--- config.mk ---
export PLATFORM = sky130hd
export DESIGN_NAME = asu_dev_flat
export DESIGN_NICKNAME = d
export VERILOG_FILES = /design/src/rtl/asu_pkg.sv /design/src/rtl/asu_link_if.sv /design/src/rtl/asu_crc8.sv /design/src/rtl/asu_dev.sv /design/src/flat_wrapper.sv
export SDC_FILE = /design/constraint.sdc
export NUM_CORES = 1
export LEC_CHECK = 0
export ABC_AREA = 0
export BUFFER_PORTS_ARGS = -buffer_cell sky130_fd_sc_hd__buf_2
export CAP_MARGIN = 25
export CORE_MARGIN = 8
export CORE_UTILIZATION = 60
export DETAILED_ROUTE_END_ITERATION = 6
export PLACE_DENSITY = 0.83
export SETUP_SLACK_MARGIN = 0.2
export SLEW_MARGIN = 40
export SYNTH_ARGS = -nofsm -noshare
export SYNTH_HDL_FRONTEND = slang
export SYNTH_SLANG_ARGS = --single-unit
--- constraint.sdc ---
create_clock -name mclk -period 14.82 [get_ports mclk]
set_input_delay 2.223 -clock mclk [delete_from_list [all_inputs] [get_ports mclk]]
set_output_delay 2.223 -clock mclk [all_outputs]
set_load 0.02 [all_outputs]
--- src/rtl/asu_pkg.sv ---
package asu_pkg;
   // Clock and timing
   localparam int unsigned CLK_HZ         = 100_000_000;
   localparam int unsigned RESET_DONE_MS  = 32;
   localparam int unsigned RESET_DONE_CYC = CLK_HZ / 1000 * RESET_DONE_MS;
   localparam int unsigned SAMPLE_SPS     = 32_000;
   localparam int unsigned SAMPLE_CYC     = CLK_HZ / SAMPLE_SPS;
   localparam logic [8:0]  DRDY_LOW_CYC   = 9'h100;
   localparam logic [3:0]  SCLK_HALF_CYC  = 4'h8;
   // Device register addresses
   localparam logic [7:0]  A_STATE0 = 8'h01;
   localparam logic [7:0]  A_STATE1 = 8'h02;
   localparam logic [7:0]  A_SETUP0 = 8'h03;
   localparam logic [7:0]  A_ALIGN  = 8'h04;
   localparam logic [7:0]  A_LOCK   = 8'h05;
   // Field positions and values
   localparam int unsigned ST0_RESET_DONE = 5;
   localparam int unsigned ST0_LINK_ALIVE = 4;
   localparam int unsigned ST0_CRC_ERR    = 0;
   localparam int unsigned SU0_FWD_EN     = 0;
   localparam int unsigned SU0_CRC_DIS    = 1;
   localparam logic [7:0]  SETUP0_RST     = 8'h00;
   localparam logic [7:0]  ALIGN_VAL      = 8'h02;
   localparam logic [7:0]  LOCK_VAL       = 8'hD4;
   // Command layout
   localparam int unsigned CMD_RD   = 31;
   localparam int unsigned CMD_LONG = 30;
   localparam int unsigned CMD_BITS = 32;
   localparam logic [7:0]  LONG_BITS = 8'h80;
   // Check codes
   localparam logic [7:0]  CRC8_POLY  = 8'h07;
   localparam logic [15:0] CRC16_POLY = 16'h1021;
   localparam logic [15:0] CRC16_INIT = 16'hFFFF;
   // Host APB map
   localparam logic [7:0]  H_CMD  = 8'h00;
   localparam logic [7:0]  H_LEN  = 8'h04;
   localparam logic [7:0]  H_STAT = 8'h08;
   localparam logic [7:0]  H_RSP0 = 8'h0C;
   localparam logic [7:0]  H_RSP3 = 8'h18;
endpackage : asu_pkg

--- src/rtl/asu_link_if.sv ---
`timescale 1ns/10ps
`default_nettype none
interface asu_link_if;
   logic sclk;
   logic cs_n;
   logic mosi;
   logic miso_o;
   logic miso_oe;
   logic miso;
   logic ready_pin;
   // Released data-out line reads low, as through a pull-down
   assign miso = miso_oe & miso_o;
   modport dev (input sclk, input cs_n, input mosi,
                output miso_o, output miso_oe, output ready_pin);
   modport host (output sclk, output cs_n, output mosi,
                 input miso, input ready_pin);
endinterface : asu_link_if
`default_nettype wire

--- src/rtl/asu_crc8.sv ---
`timescale 1ns/10ps
`default_nettype none
module asu_crc8 (
   // Command fields
   input  wire logic [23:0] data,
   // Check byte
   output logic      [7:0]  crc
);
   // Bitwise MSB-first division, zero seed
   always_comb begin
      crc = 8'h00;
      for (int i = 23; i >= 0; i--) begin
         if (crc[7] ^ data[i]) begin
            crc = {crc[6:0], 1'b0} ^ asu_pkg::CRC8_POLY;
         end else begin
            crc = {crc[6:0], 1'b0};
         end
      end
   end
endmodule : asu_crc8
`default_nettype wire

--- src/rtl/asu_dev.sv ---
`timescale 1ns/10ps
`default_nettype none
// Notes on behaviour
// - Reset-done bit set 32 ms after clock
// - Forward enable drives clock copy on pin
// - Forward enable clear: pin is data-ready
// - Host brings up crystal device first
// - Host-clocked systems clear forward enable everywhere
// - Align value 0x02 realigns sample timing
// - Lock value 0xD4 blocks setup writes
// - Subordinate on four-wire host-clocked bus
// - Response to previous command, command last
// - Command carries CRC8; mismatch flags error
// - Setup bit suppresses CRC error flag
// - Command selects long or short response
// - Words shifted most significant bit first
// - Host serial clock 40 kHz to 20 MHz
// - Chip select held low whole frame
// - Long response echo, samples, status layout
// - Read response data bytes and CCITT CRC
// - Write response address and readback data
// - Command bits: read, long, address, data
// - Data in sampled on rising serial clock
// - Long frame 128 bits, command last
// - New sample: alive flag, 256-cycle low pulse
module asu_dev #(
   parameter int unsigned RESET_DONE_CYC = asu_pkg::RESET_DONE_CYC
) (
   // Clock and reset
   input  wire logic        mclk,
   input  wire logic        rst_n,
   // Serial link
   asu_link_if.dev          link,
   // Converter samples
   input  wire logic [23:0] sample_word_a,
   input  wire logic [23:0] sample_word_b,
   input  wire logic [23:0] sample_word_c,
   // Configuration view
   output logic             forward_enable,
   output logic             config_locked
);
   logic [2:0]   sync1_q;
   logic [2:0]   sync2_q;
   logic [1:0]   prev_q;
   logic [7:0]   bit_cnt_q;
   logic [31:0]  cmd_sh_q;
   logic [31:0]  prev_cmd_q;
   logic [127:0] rsp_q;
   logic         miso_q;
   logic         miso_oe_q;
   logic         pin_q;
   logic [7:0]   setup0_q;
   logic         lock_q;
   logic         crc_err_q;
   logic         alive_q;
   logic         done_q;
   logic [21:0]  done_cnt_q;
   logic [11:0]  samp_cnt_q;
   logic [8:0]   drdy_cnt_q;
   logic [23:0]  word_a_q;
   logic [23:0]  word_b_q;
   logic [23:0]  word_c_q;

   // Synchronised pin levels and edges
   wire sclk_s    = sync2_q[0];
   wire cs_s      = sync2_q[1];
   wire mosi_s    = sync2_q[2];
   wire sclk_rise = sclk_s & ~prev_q[0];
   wire sclk_fall = ~sclk_s & prev_q[0];
   wire cs_fall   = ~cs_s & prev_q[1];
   wire cs_rise   = cs_s & ~prev_q[1];

   // End-of-frame command decode
   wire [7:0] crc_calc;
   wire       frame_ok  = cs_rise && (bit_cnt_q >= 8'(asu_pkg::CMD_BITS));
   wire       crc_ok    = (crc_calc == cmd_sh_q[7:0]);
   wire       cmd_wr    = frame_ok && crc_ok && !cmd_sh_q[asu_pkg::CMD_RD];
   wire [7:0] cmd_addr  = cmd_sh_q[23:16];
   wire [7:0] cmd_data  = cmd_sh_q[15:8];
   wire       wr_setup  = cmd_wr && (cmd_addr == asu_pkg::A_SETUP0) && !lock_q;
   wire       wr_lock   = cmd_wr && (cmd_addr == asu_pkg::A_LOCK);
   wire       do_align  = cmd_wr && (cmd_addr == asu_pkg::A_ALIGN)
                          && (cmd_data == asu_pkg::ALIGN_VAL);
   wire       crc_fault = frame_ok && !crc_ok && !setup0_q[asu_pkg::SU0_CRC_DIS];
   wire       rd_state0 = frame_ok && crc_ok && cmd_sh_q[asu_pkg::CMD_RD]
                          && (cmd_addr == asu_pkg::A_STATE0);
   wire       samp_tick = done_q && (samp_cnt_q == 12'(asu_pkg::SAMPLE_CYC - 1));

   asu_crc8 u_crc8 (
      .data (cmd_sh_q[31:8]),
      .crc  (crc_calc)
   );

   // Readable register images
   logic [7:0] state0;
   logic [7:0] state1;
   always_comb begin
      state0 = 8'h00;
      state0[asu_pkg::ST0_RESET_DONE] = done_q;
      state0[asu_pkg::ST0_LINK_ALIVE] = alive_q;
      state0[asu_pkg::ST0_CRC_ERR]    = crc_err_q;
      state1 = {7'h00, lock_q};
   end

   function automatic logic [7:0] reg_rd(input logic [7:0] a);
      case (a)
         asu_pkg::A_STATE0: reg_rd = state0;
         asu_pkg::A_STATE1: reg_rd = state1;
         asu_pkg::A_SETUP0: reg_rd = setup0_q;
         default:           reg_rd = 8'h00;
      endcase
   endfunction : reg_rd

   function automatic logic [15:0] crc16(input logic [111:0] d, input int n);
      logic [15:0] c;
      c = asu_pkg::CRC16_INIT;
      for (int i = 0; i < 112; i++) begin
         if (i < n) begin
            if (c[15] ^ d[111 - i]) begin
               c = {c[14:0], 1'b0} ^ asu_pkg::CRC16_POLY;
            end else begin
               c = {c[14:0], 1'b0};
            end
         end
      end
      return c;
   endfunction : crc16

   // Response to the previous command
   wire [7:0]   p_addr  = prev_cmd_q[23:16];
   wire         p_rd    = prev_cmd_q[asu_pkg::CMD_RD];
   wire [7:0]   echo    = {prev_cmd_q[31:30], 5'h00, crc_err_q};
   wire [7:0]   byte_hi = p_rd ? reg_rd(p_addr + 8'h01) : p_addr;
   wire [7:0]   byte_lo = reg_rd(p_addr);
   wire [111:0] long_b  = {echo, word_a_q, state0, word_b_q, state1, word_c_q,
                           byte_hi, byte_lo};
   wire [31:0]  short_b = {echo, byte_hi, byte_lo, state0};
   wire [127:0] long_w  = {long_b, crc16(long_b, 112)};
   wire [127:0] short_w = {short_b, crc16({short_b, 80'h0}, 32), 80'h0};
   wire [127:0] rsp_d   = prev_cmd_q[asu_pkg::CMD_LONG] ? long_w : short_w;

   // Two-stage pin synchronisers
   always_ff @(posedge mclk or negedge rst_n) begin
      if (!rst_n) begin
         sync1_q <= 3'h3;
         sync2_q <= 3'h3;
         prev_q  <= 2'h3;
      end else begin
         sync1_q <= {link.mosi, link.cs_n, link.sclk};
         sync2_q <= sync1_q;
         prev_q  <= sync2_q[1:0];
      end
   end

   // Frame shifting: data in on rise, data out on fall
   always_ff @(posedge mclk or negedge rst_n) begin
      if (!rst_n) begin
         bit_cnt_q <= 8'h00;
         cmd_sh_q  <= 32'h0;
         rsp_q     <= 128'h0;
         miso_q    <= 1'b0;
         miso_oe_q <= 1'b0;
      end else begin
         miso_oe_q <= ~cs_s;
         if (cs_fall) begin
            bit_cnt_q <= 8'h00;
            rsp_q     <= rsp_d;
         end else if (!cs_s && sclk_rise) begin
            cmd_sh_q  <= {cmd_sh_q[30:0], mosi_s};
            if (bit_cnt_q != 8'hFF) begin
               bit_cnt_q <= bit_cnt_q + 8'h01;
            end
         end else if (!cs_s && sclk_fall) begin
            miso_q <= rsp_q[127];
            rsp_q  <= {rsp_q[126:0], 1'b0};
         end
      end
   end

   // Command execution at frame end
   always_ff @(posedge mclk or negedge rst_n) begin
      if (!rst_n) begin
         prev_cmd_q <= 32'h0;
         setup0_q   <= asu_pkg::SETUP0_RST;
         lock_q     <= 1'b0;
         crc_err_q  <= 1'b0;
      end else begin
         if (frame_ok) begin
            prev_cmd_q <= cmd_sh_q;
         end
         if (wr_setup) begin
            setup0_q <= cmd_data;
         end
         if (wr_lock) begin
            lock_q <= (cmd_data == asu_pkg::LOCK_VAL);
         end
         if (crc_fault) begin
            crc_err_q <= 1'b1;
         end else if (rd_state0) begin
            crc_err_q <= 1'b0;
         end
      end
   end

   // Reset-done timer
   always_ff @(posedge mclk or negedge rst_n) begin
      if (!rst_n) begin
         done_cnt_q <= 22'h0;
         done_q     <= 1'b0;
      end else if (!done_q) begin
         done_cnt_q <= done_cnt_q + 22'h1;
         done_q     <= (done_cnt_q == 22'(RESET_DONE_CYC - 1));
      end
   end

   // Sample timing and capture
   always_ff @(posedge mclk or negedge rst_n) begin
      if (!rst_n) begin
         samp_cnt_q <= 12'h0;
         alive_q    <= 1'b0;
         word_a_q   <= 24'h0;
         word_b_q   <= 24'h0;
         word_c_q   <= 24'h0;
      end else begin
         if (do_align || samp_tick) begin
            samp_cnt_q <= 12'h0;
         end else if (done_q) begin
            samp_cnt_q <= samp_cnt_q + 12'h1;
         end
         if (samp_tick) begin
            alive_q  <= 1'b1;
            word_a_q <= sample_word_a;
            word_b_q <= sample_word_b;
            word_c_q <= sample_word_c;
         end
      end
   end

   // Shared pin: clock copy or data-ready pulse
   always_ff @(posedge mclk or negedge rst_n) begin
      if (!rst_n) begin
         drdy_cnt_q <= 9'h0;
         pin_q      <= 1'b1;
      end else begin
         if (samp_tick) begin
            drdy_cnt_q <= asu_pkg::DRDY_LOW_CYC;
         end else if (drdy_cnt_q != 9'h0) begin
            drdy_cnt_q <= drdy_cnt_q - 9'h1;
         end
         if (setup0_q[asu_pkg::SU0_FWD_EN]) begin
            pin_q <= ~pin_q;
         end else begin
            pin_q <= ~(samp_tick || (drdy_cnt_q > 9'h1));
         end
      end
   end

   // Outputs
   assign link.miso_o    = miso_q;
   assign link.miso_oe   = miso_oe_q;
   assign link.ready_pin = pin_q;
   assign forward_enable = setup0_q[asu_pkg::SU0_FWD_EN];
   assign config_locked  = lock_q;
endmodule : asu_dev
`default_nettype wire

--- src/flat_wrapper.sv ---
// flat-port wrapper written by rule: the top's interface ports become plain ports
module asu_dev_flat 
#(
   parameter int unsigned RESET_DONE_CYC = asu_pkg::RESET_DONE_CYC
)
  (mclk, rst_n, sample_word_a, sample_word_b, sample_word_c, forward_enable, config_locked, link_sclk, link_cs_n, link_mosi, link_miso_o, link_miso_oe, link_ready_pin);
  asu_link_if link_i ();
  input  wire logic mclk;
  input  wire logic rst_n;
  input  wire logic [23:0] sample_word_a;
  input  wire logic [23:0] sample_word_b;
  input  wire logic [23:0] sample_word_c;
  output logic forward_enable;
  output logic config_locked;
  input wire logic [$bits(link_i.sclk)-1:0] link_sclk;
  input wire logic [$bits(link_i.cs_n)-1:0] link_cs_n;
  input wire logic [$bits(link_i.mosi)-1:0] link_mosi;
  output wire logic [$bits(link_i.miso_o)-1:0] link_miso_o;
  output wire logic [$bits(link_i.miso_oe)-1:0] link_miso_oe;
  output wire logic [$bits(link_i.ready_pin)-1:0] link_ready_pin;
  assign link_i.sclk = link_sclk;
  assign link_i.cs_n = link_cs_n;
  assign link_i.mosi = link_mosi;
  assign link_miso_o = link_i.miso_o;
  assign link_miso_oe = link_i.miso_oe;
  assign link_ready_pin = link_i.ready_pin;
  asu_dev #(.RESET_DONE_CYC(RESET_DONE_CYC)) u_core (.mclk(mclk), .rst_n(rst_n), .link(link_i), .sample_word_a(sample_word_a), .sample_word_b(sample_word_b), .sample_word_c(sample_word_c), .forward_enable(forward_enable), .config_locked(config_locked));
endmodule
==> qor.txt, run 1 <==
Cells after synthesis: 1736
Clock buffer count from CTS: 35
Die Y: 196 µm
Die Area: 0.0383 mm²
Max incr delay on CP: 0.84 ns
Clock network fraction of total power: 46.2%
Drt total wl: 44.8 mm
Detailed Routing Iterations Pass 1: 6
Initial Utilization: 61.2%
DRT antenna net count: 0
Synth area leader: dfrtp_1
First-pass GRT wire length: 72.7 mm
Post CTS Setup Buffer Count: 0
Post-CTS resize count: 0
Vias per inst: 5.95
Fin. Hold Viols: 0
N_diodes: 0
Internal Power: 1.50 mW
Ys flop type: dfrtp_1
Critical path endpoint category: flop
Setup TNS: 0 ns
Sequential fraction of the synthesis area: 40.9%
Core area: 0.0316 mm²
Flops & latches, synth: 316
Synthesis-to-finish area growth: 10.2%
Netlist cell types: 60
Avg Inst Size Synth: 11.1 µm²
Pwr/cell area: 92.1 mW/mm²
Max Buffers Root-to-Sink: 3
Crit path arrival time: 7.36 ns
GP Congestion: 0.968
Vias in the first global route: 13200
Critical-path cell list: buf_4 -> xnor3_1 -> xor2_1 -> xnor2_1 -> xnor3_2 -> xnor3_2 -> xnor2_2 -> xnor3_1 -> xor2_1 -> xnor3_2 -> xor2_2 -> xnor3_2 -> xnor2_2 -> xor2_1 -> a221oi_1
Tcrit/Tclk final: 46.7%
Routed vias: 13100
Yosys warns: 0
Max Cap Viol: 0
Largest fanout on the critical path: 63
Critical Path RT: 15.26 ns
CP top delay family: XOR/XNOR gates
Type of origin of the critical path: flop
Worst Tran Pin Value: 0.827 ns
Final HPWL DP: 31.3 mm
Sw Share: 23.4%
Fin. max-slew vios: 0
Final nets: 1858
Max-slew headroom: 44.8%
Slowest stage cell, crit path: dfrtp_4
Fill cells: 2272
Cts hold-fix bufs: 0
Overflow after GRT: 0
Cell Area, Synth: 0.0194 mm²
Reg clk slew, reported paths: 0.06 ns
Placement Setup Slack: 7.94 ns
# DRC: 0
CP bufs+invs: 1
Ys async rst share: 100%
Hold Crit Class: reg2reg
Final Util: 67.4%
Leak Pwr: 9.99 nW
Drt wl/cell: 20.4 µm
Unrepaired setup endpoints after global routing: no
Syn_nets: 1822
Yosys top cell area share: 40.0%
Combinational fraction of design power: 6.3%
VDD IR-drop max: 0.0874 mV
Clock Skew: 0.0152 ns
Post-synth EDFFs: 0
R2r setup slk: 7.90 ns
Switching power: 458 µW
H-tree levels: 2
Rows: 65
Final min period: 6.92 ns
Largest net degree at the start of global routing: 115
Port buffer count: 81
Worst setup margin: 7.90 ns
Status: finished clean
Initial antenna violation count: 0
Kind of critical path: reg2reg
Clock tree root buffer cell: clkbuf_16
Clock tree sinks: 316
Most frequent cell on the critical path: xnor3_2
Ports: 82
Ratio of cells with drive above 1 in the final layout: 20.5%
DR iter-0 viols: 1280
Part of the power in registers: 47.5%
Fmax: 0.145 GHz
Die Width: 196 µm
Synth area leaders: dfrtp_1, xnor2_1, mux2_2
CTS tree: yes
Final setup viols: 0
Total GRT Usage: 23.5%
Worst-skew pair later-pin latency: 0.54 ns
[worst reg2reg max path: stages, from the launching register on]
cell	delay, ns
dfrtp_4	0.84
buf_4	0.70
xnor3_1	0.65
xor2_1	0.20
xnor2_1	0.41
xnor3_2	0.48
xnor3_2	0.47
xnor2_2	0.38
xnor3_1	0.40
xor2_1	0.33
xnor3_2	0.47
xor2_2	0.30
xnor3_2	0.55
xnor2_2	0.27
xor2_1	0.10
a221oi_1	0.26
[cell families (layout without fill, tap and decap cells)]
family / count (synthesis) / count (layout) / synth area share (%)
xor gates and xnor gates: 443 / 443 / 29.3
buffers and inverters: 124 / 187 / 2.67
and+or+nand+nor: 444 / 444 / 10.1
muxes: 159 / 159 / 9.02
DFF: 316 / 316 / 40.9
AOI/OAI and AO/OA: 241 / 241 / 7.39
adders and majority gates: 9 / 9 / 0.582
[per-stage QoR]
step | area, µm² | hold WS, ns | power [mW] | std cells
global placement | 20000 | 0.335 | 1.06 | 2136
CTS | 21300 | 0.355 | 1.98 | 2200
floorplan | 19400 | 0.331 | 1.02 | 1736
detailed placement | 20100 | 0.338 | 1.07 | 2136
global route | 21300 | 0.358 | 2.03 | 2201
finish | 21300 | 0.352 | 1.96 | 2201
[area by class of cell]
type                            count  area, µm²  area share [%]
Clock inverter                     11        150           0.704
Sequential cell                   316       7920            37.2
Multi-Input combinational cell   1296      11000            51.6
Tap cell                          402        503            2.36
Inverter                           23       86.3           0.405
Clock buffer                       53       1060            4.99
Timing Repair Buffer              100        601            2.82
[power by group through the flow]
| stage | Sequential [mW] | Clock [mW] | Combinational [mW] |
|---|---|---|---|
| 4_1_cts | 0.932 | 0.925 | 0.123 |
| 2_1_floorplan | 0.939 | 0 | 0.0773 |
| 3_5_place_dp | 0.946 | 0 | 0.122 |
| 5_1_grt | 0.936 | 0.956 | 0.140 |
| 3_3_place_gp | 0.945 | 0 | 0.116 |
| 6_report | 0.932 | 0.908 | 0.123 |
[Yosys cell counts, types with 5 or more instances]
master    count
a211oi_1     20
dfstp_2       7
xnor3_1      58
nor4_1        5
nand2b_1     10
nand4_1      10
xor2_2        5
nand2_1     249
xnor2_1     228
nand3_1      35
dfrtp_1     309
inv_1        23
nor2_1       74
o22ai_1      22
mux2i_1      36
clkbuf_1     75
xor3_1       12
xor2_1       82
nor2b_1       9
buf_1        16
nand3b_1      9
a31oi_1      84
xnor3_2      31
xnor2_2      17
nor3_1       11
o21ai_0      25
a21oi_1      74
mux2_2      123
and3_1        8
ha_1          9
[final timing paths]
path,startpoint,to,cells past startpoint
hold reg to reg,u_core.sync1_q[2]$_DFF_PN0_,u_core.sync2_q[2]$_DFF_PN0_,0
setup / recovery,u_core.prev_cmd_q[30]$_DFFE_PN0P_,u_core.rsp_q[7]$_DFFE_PN0P_,15
max in group asynchronous,rst_n,u_core.rsp_q[62]$_DFFE_PN0P_,4
min in group asynchronous,rst_n,u_core.done_cnt_q[10]$_DFFE_PN0N_,1
hold / removal,u_core.sync1_q[2]$_DFF_PN0_,u_core.sync2_q[2]$_DFF_PN0_,0
setup reg to reg,u_core.prev_cmd_q[30]$_DFFE_PN0P_,u_core.rsp_q[7]$_DFFE_PN0P_,15
[state kept, by name, summed over array words and instances (netlist names), 2 cells and up]
name and flops:
u_core.rsp_q 128, u_core.prev_q 2, u_core.prev_cmd_q 10, u_core.sync2_q 3
u_core.word_c_q 24, u_core.samp_cnt_q 12, u_core.bit_cnt_q 8, u_core.sync1_q 3
u_core.word_a_q 24, u_core.setup0_q 8, u_core.word_b_q 24, u_core.cmd_sh_q 32
u_core.drdy_cnt_q 9, u_core.done_cnt_q 22
[cells in the final DEF, fill, tap and decap left out, drive strengths merged, types with 10 or more instances in the layout]
| cell | count |
|---|---|
| dfrtp | 309 |
| nand2 | 249 |
| xnor2 | 248 |
| mux2 | 123 |
| buf | 100 |
| xnor3 | 92 |
| xor2 | 87 |
| a31oi | 84 |
| nor2 | 74 |
| a21oi | 74 |
| clkbuf | 53 |
| mux2i | 36 |
| nand3 | 35 |
| o21ai | 29 |
| inv | 24 |
| o22ai | 22 |
| a211oi | 20 |
| xor3 | 16 |
| nor3 | 11 |
| nand2b | 10 |
| nand4 | 10 |
| nand3b | 10 |
[routing by layer]
| metal | part of all wire, % | vias up | global-route usage [%] |
|---|---|---|---|
| met5 | 0 | - | 0 |
| met4 | 2.8 | 0 | 7.58 |
| met3 | 6.0 | 88 | 3.71 |
| met2 | 47 | 433 | 36.7 |
| met1 | 45 | 6546 | 33.4 |
| li1 | - | 6035 | - |
No activity file was read; power rests on OpenSTA's default activity.
==> inputs of run 2 (changes only) <==
- clock period: 14.82 -> 6.4 ns (I/O delays scaled with it)
==> run 2 against run 1 <==
Against the previous run: sequential share of layout area rose by 0.17 points; critical path type unchanged; clock-buffer cell count rose by 1; highest routed layer unchanged; combinational power rose by 130%; global-route usage rose by 0.33 points.
==> qor.txt, run 2 (synthesized netlist as in run 1, its figures left out) <==
Status: finished clean
Die Area: 0.0383 mm²
Largest fanout on the critical path: 28
CTS tree: yes
GP Congestion: 0.908
Initial antenna violation count: 0
Max incr delay on CP: 0.64 ns
N_diodes: 0
Routed vias: 13300
Reg clk slew, reported paths: 0.06 ns
Reg2reg end: u_core.rsp_q[7]$_DFFE_PN0P_
Multi-input gate area: 0.0110 mm²
Critical Path RT: 6.82 ns
Total power: 4.39 mW
Final setup viols: 0
H-tree levels: 2
Ratio of cells with drive above 1 in the final layout: 20.0%
Hold Crit Class: reg2reg
Highest Signal Layer: met4
Critical path endpoint category: flop
Met3 wire length: 3.12 mm
R2R cell count: 14
WL met2: 21.4 mm
Detailed Routing Iterations Pass 1: 6
Leak Pwr: 9.93 nW
DRT antenna net count: 0
Fill cells: 2286
Max Buffers Root-to-Sink: 3
Synthesis-to-finish area growth: 9.66%
Clock tree sinks: 316
Kind of critical path: reg2reg
Unrepaired setup endpoints after global routing: no
Fmax: 0.166 GHz
VDD IR-drop max: 0.251 mV
Type of origin of the critical path: flop
R2R Path Start: u_core.prev_cmd_q[30]$_DFFE_PN0P_
Final nets: 1863
Tcrit/Tclk final: 94.0%
First-pass GRT wire length: 73.9 mm
Max reg flops: 128
Setup crit end: u_core.rsp_q[7]$_DFFE_PN0P_
Die Width: 196 µm
Port buffer count: 81
Biggest register: u_core.rsp_q
Most frequent cell on the critical path: xnor3_2
R2r setup slk: 0.38 ns
Worst Tran Pin Value: 0.852 ns
Most common cell after layout, fill and taps aside: dfrtp_1
# DRC: 0
Total GRT Usage: 23.9%
Fin. Hold Viols: 0
Final min period: 6.02 ns
Setup TNS: 0 ns
Slowest stage cell, crit path: dfrtp_4
Critical-path cell list: xnor3_1 -> xor3_1 -> xor2_2 -> xnor3_2 -> xor2_1 -> xnor3_1 -> xnor3_2 -> xnor3_1 -> xnor3_2 -> xor2_2 -> xnor3_2 -> xnor2_2 -> xor2_1 -> a221oi_1
Post CTS Setup Buffer Count: 0
Worst-skew pair later-pin latency: 0.53 ns
Drt wl/cell: 20.6 µm
Vias per inst: 6.02
Crit path arrival time: 6.44 ns
Drt total wl: 45.4 mm
Vias in the first global route: 13400
Clock Skew: 0.0211 ns
Overflow after GRT: 0
Largest net degree at the start of global routing: 99
Ports: 82
Commonest non-fill, non-tap cells in the layout: dfrtp_1, nand2_1, xnor2_1
Pwr/cell area: 207 mW/mm²
Initial Utilization: 61.2%
Largest registers: u_core.rsp_q x128, u_core.cmd_sh_q x32
Core area: 0.0316 mm²
Max-slew headroom: 43.2%
Rows: 65
Die Y: 196 µm
Max Cap Viol: 0
Register Area: 0.00792 mm²
Metal-1 WL: 19.7 mm
Fin. max-slew vios: 0
Clock tree root buffer cell: clkbuf_16
Cts hold-fix bufs: 0
DR iter-0 viols: 1234
Crit path from: u_core.prev_cmd_q[30]$_DFFE_PN0P_
Clock buffer count from CTS: 35
Worst hold stages: 0
Final HPWL DP: 31.9 mm
Post-CTS resize count: 0
## run 2: layout make-up
class	count	area share (%)
repair buffers	105	3.00
flip-flops and latches	316	37.3
inverters	23	0.407
clock buffers	54	4.61
multi-input cells	1296	51.8
well taps	402	2.37
clock inverters	9	0.542
## run 2: worst min path at each step
stage,end,startpoint
finish,u_core.sync2_q[2]$_DFF_PN0_,u_core.sync1_q[2]$_DFF_PN0_
global route,u_core.sync2_q[0]$_DFF_PN1_,u_core.sync1_q[0]$_DFF_PN1_
CTS,u_core.sync2_q[2]$_DFF_PN0_,u_core.sync1_q[2]$_DFF_PN0_
detailed placement,u_core.sync2_q[2]$_DFF_PN0_,u_core.sync1_q[2]$_DFF_PN0_
global placement,u_core.sync2_q[2]$_DFF_PN0_,u_core.sync1_q[2]$_DFF_PN0_
floorplan,u_core.sync2_q[2]$_DFF_PN0_,u_core.sync1_q[2]$_DFF_PN0_
## run 2: critical path, delay by kind of cell (launching register included)
family / cells / cell delay (ns)
DFF: 1 / 0.64
xor gates and xnor gates: 13 / 4.95
AOI/OAI and AO/OA: 1 / 0.29
## run 2: power by group
| group | switching, mW | leakage (nW) | internal, mW | total (mW) |
|---|---|---|---|---|
| registers | 0.0641 | 4.17 | 2.10 | 2.16 |
| clock network | 0.805 | 0.523 | 1.14 | 1.94 |
| logic | 0.175 | 5.24 | 0.113 | 0.288 |
## run 2: stage by stage
stage               hold slack, ns  utilization, %  setup WS [ns]  cell area (µm²)  std cells
detailed placement           0.335            63.6          0.421            20100       2142
global route                 0.356            67.1          0.217            21200       2205
CTS                          0.348            67.0          0.409            21200       2205
finish                       0.347            67.1          0.382            21200       2205
global placement             0.333            63.4          0.670            20100       2140
floorplan                    0.331               -          0.990            19400       1736
## run 2: layer usage
layer | vias up | GRT usage (%)
li1 | 6035 | -
met1 | 6660 | 33.4
met2 | 471 | 37.8
met3 | 102 | 4.47
met4 | 0 | 6.65
met5 | - | 0
==> inputs of run 3 (changes only) <==
- ABC_AREA: 0 -> 1
==> run 3 against run 2 <==
Against the previous run: sequential share of layout area decreased by 3.4 points; maximum frequency is 4.2% higher; die area up 7.4%; clock power increased by 12%.
==> qor.txt, run 3 <==
Vias per inst: 5.73
Ys async rst share: 100%
Min-delay src: u_core.sync1_q[2]$_DFF_PN0_
Crit path arrival time: 6.25 ns
Worst Tran Pin Value: 0.850 ns
Largest registers: u_core.rsp_q x128, u_core.cmd_sh_q x32
Crit path from: u_core.crc_err_q$_DFFE_PN0P_
Die Y: 203 µm
Max Cap Viol: 0
Flops & latches, synth: 316
Status: finished clean
Max-slew headroom: 43.0%
GP Congestion: 0.976
Critical path endpoint category: flop
Critical Path RT: 6.88 ns
Post-synth EDFFs: 0
Fin cells: 3368
Sequential fraction of the synthesis area: 37.8%
Overflow after GRT: 0
R2r setup slk: 0.63 ns
Metal-1 WL: 24.6 mm
Synth area leaders: dfrtp_1, nand2_1, nand3_1
Ratio of cells with drive above 1 in the final layout: 18.8%
Kind of critical path: reg2reg
Detailed Routing Iterations Pass 1: 6
Clock tree root buffer cell: clkbuf_16
DR iter-0 viols: 1869
Placed cell count: 3294
CTS tree: yes
Tcrit/Tclk final: 90.2%
Max reg flops: 128
Die Area: 0.0411 mm²
Synthesis-to-finish area growth: 11.6%
Type of origin of the critical path: flop
Slowest stage cell, crit path: dfrtp_2
# DRC: 0
Hold path endpoint: u_core.sync2_q[2]$_DFF_PN0_
Clock buffer count from CTS: 36
Final HPWL DP: 41.8 mm
Fin. Hold Viols: 0
Reg2reg end: u_core.rsp_q[15]$_DFFE_PN0P_
Routed vias: 19300
Ports: 82
Die Width: 203 µm
Met3 wire length: 3.74 mm
R2R Path Start: u_core.crc_err_q$_DFFE_PN0P_
Rows: 68
Post-synth top cells: nand2_1, dfrtp_1, inv_1
Leak Pwr: 11.8 nW
Largest net degree at the start of global routing: 142
Cells after synthesis: 2824
Most common cell after layout, fill and taps aside: nand2_1
Netlist cell types: 54
R2R cell count: 53
Clock tree sinks: 316
Pwr/cell area: 252 mW/mm²
Commonest non-fill, non-tap cells in the layout: nand2_1, inv_1, dfrtp_1
Count leader, synth: nand2_1
Synth area leader: dfrtp_1
Port buffer count: 81
Final min period: 5.77 ns
Final nets: 2973
Initial antenna violation count: 0
Worst-skew pair later-pin latency: 0.56 ns
WL met2: 27.3 mm
First-pass GRT wire length: 93.6 mm
H-tree levels: 2
Clock Skew: 0.0142 ns
DRT antenna net count: 0
Cell Area, Synth: 0.0209 mm²
Vias in the first global route: 18400
Highest Signal Layer: met4
Fmax: 0.173 GHz
Reg clk slew, reported paths: 0.06 ns
Syn_nets: 2910
Most frequent cell on the critical path: nand2_2
Unrepaired setup endpoints after global routing: yes
Fin. max-slew vios: 0
Total power: 5.89 mW
Initial Utilization: 60.7%
Setup TNS: 0 ns
N_diodes: 0
Largest fanout on the critical path: 9
Hold Crit Class: reg2reg
Core area: 0.0345 mm²
Total GRT Usage: 27.5%
Placed Area: 0.0217 mm²
Max incr delay on CP: 0.49 ns
Worst hold stages: 0
Biggest register: u_core.rsp_q
Hold slack final: 0.348 ns
VDD IR-drop max: 0.463 mV
Yosys warns: 0
Drt wl/cell: 17.1 µm
Cts hold-fix bufs: 0
Final setup viols: 0
Yosys top cell area share: 37.0%
Avg Inst Size Synth: 7.41 µm²
Ys flop type: dfrtp_1
Drt total wl: 57.7 mm
Post-route cell area: 0.0234 mm²
Max Buffers Root-to-Sink: 3
[run 3: changes by cell type after synthesis, sizes merged, moves of 40 or more]
cell   change
mux2     -119
xnor3     -92
inv      +328
a22oi     +51
nor2      +40
nand3    +308
xnor2    -188
nand2    +722
o21ai    +198
a31oi     -79
[run 3: routing by layer]
metal / track usage [%] / vias to the layer above
li1: - / 9269
met1: 36.7 / 9122
met2: 45.3 / 735
met3: 3.75 / 157
met4: 10.4 / 0
met5: 0 / -
[run 3: critical path: cells and delay by family, from the launching register on]
| kind | cells | cell delay, ns |
|---|---|---|
| compound gates | 1 | 0.20 |
| buf+inv | 7 | 0.64 |
| simple gates | 45 | 4.33 |
| flops | 1 | 0.49 |
[run 3: what timing repair did]
| item | 4_1_cts | 5_1_grt |
|---|---|---|
| gates resized for setup | 0 | 76 |
| setup endpoints to repair | 0 | 16 |
| setup buffers | 0 | 9 |
[run 3: cells by family after synthesis]
kind of cell / count (synthesis) / share of synthesized area, %
adder cells (fa/ha/maj): 9 / 0.538
AND/OR/NAND/NOR: 1483 / 34.7
buffers and inverters: 436 / 8.25
flip-flops: 316 / 37.8
multiplexers: 6 / 0.311
AO/OA/AOI/OAI: 404 / 11.2
XOR/XNOR: 170 / 7.19
[run 3: layout make-up]
class,count,area (µm²)
inverters,354,1350
well taps,455,569
multi-input cells,2072,11600
clock buffers,48,1020
fillers,2834,11100
clock inverters,16,229
repair buffers,107,667
flip-flops and latches,316,7930
[run 3: per-stage QoR]
stage	utilization, %	setup slack (ns)
3_5_place_dp	62.9	0.410
2_1_floorplan	-	1.64
5_1_grt	67.8	0.130
6_report	67.8	0.626
4_1_cts	66.5	0.377
3_3_place_gp	62.9	0.489
[run 3: worst max path at each step]
stage	end	slack (ns)	cells past startpoint
3_5_place_dp	u_core.rsp_q[13]$_DFFE_PN0P_	0.41	48
6_report	u_core.rsp_q[15]$_DFFE_PN0P_	0.63	53
2_1_floorplan	u_core.rsp_q[7]$_DFFE_PN0P_	1.64	55
3_3_place_gp	u_core.rsp_q[5]$_DFFE_PN0P_	0.49	50
5_1_grt	u_core.rsp_q[7]$_DFFE_PN0P_	0.13	57
4_1_cts	u_core.rsp_q[13]$_DFFE_PN0P_	0.38	48
[run 3: report_power, final]
| group | internal (mW) | switching [mW] |
|---|---|---|
| Combinational | 0.597 | 0.887 |
| Sequential | 2.13 | 0.0901 |
| Clock | 1.30 | 0.884 |
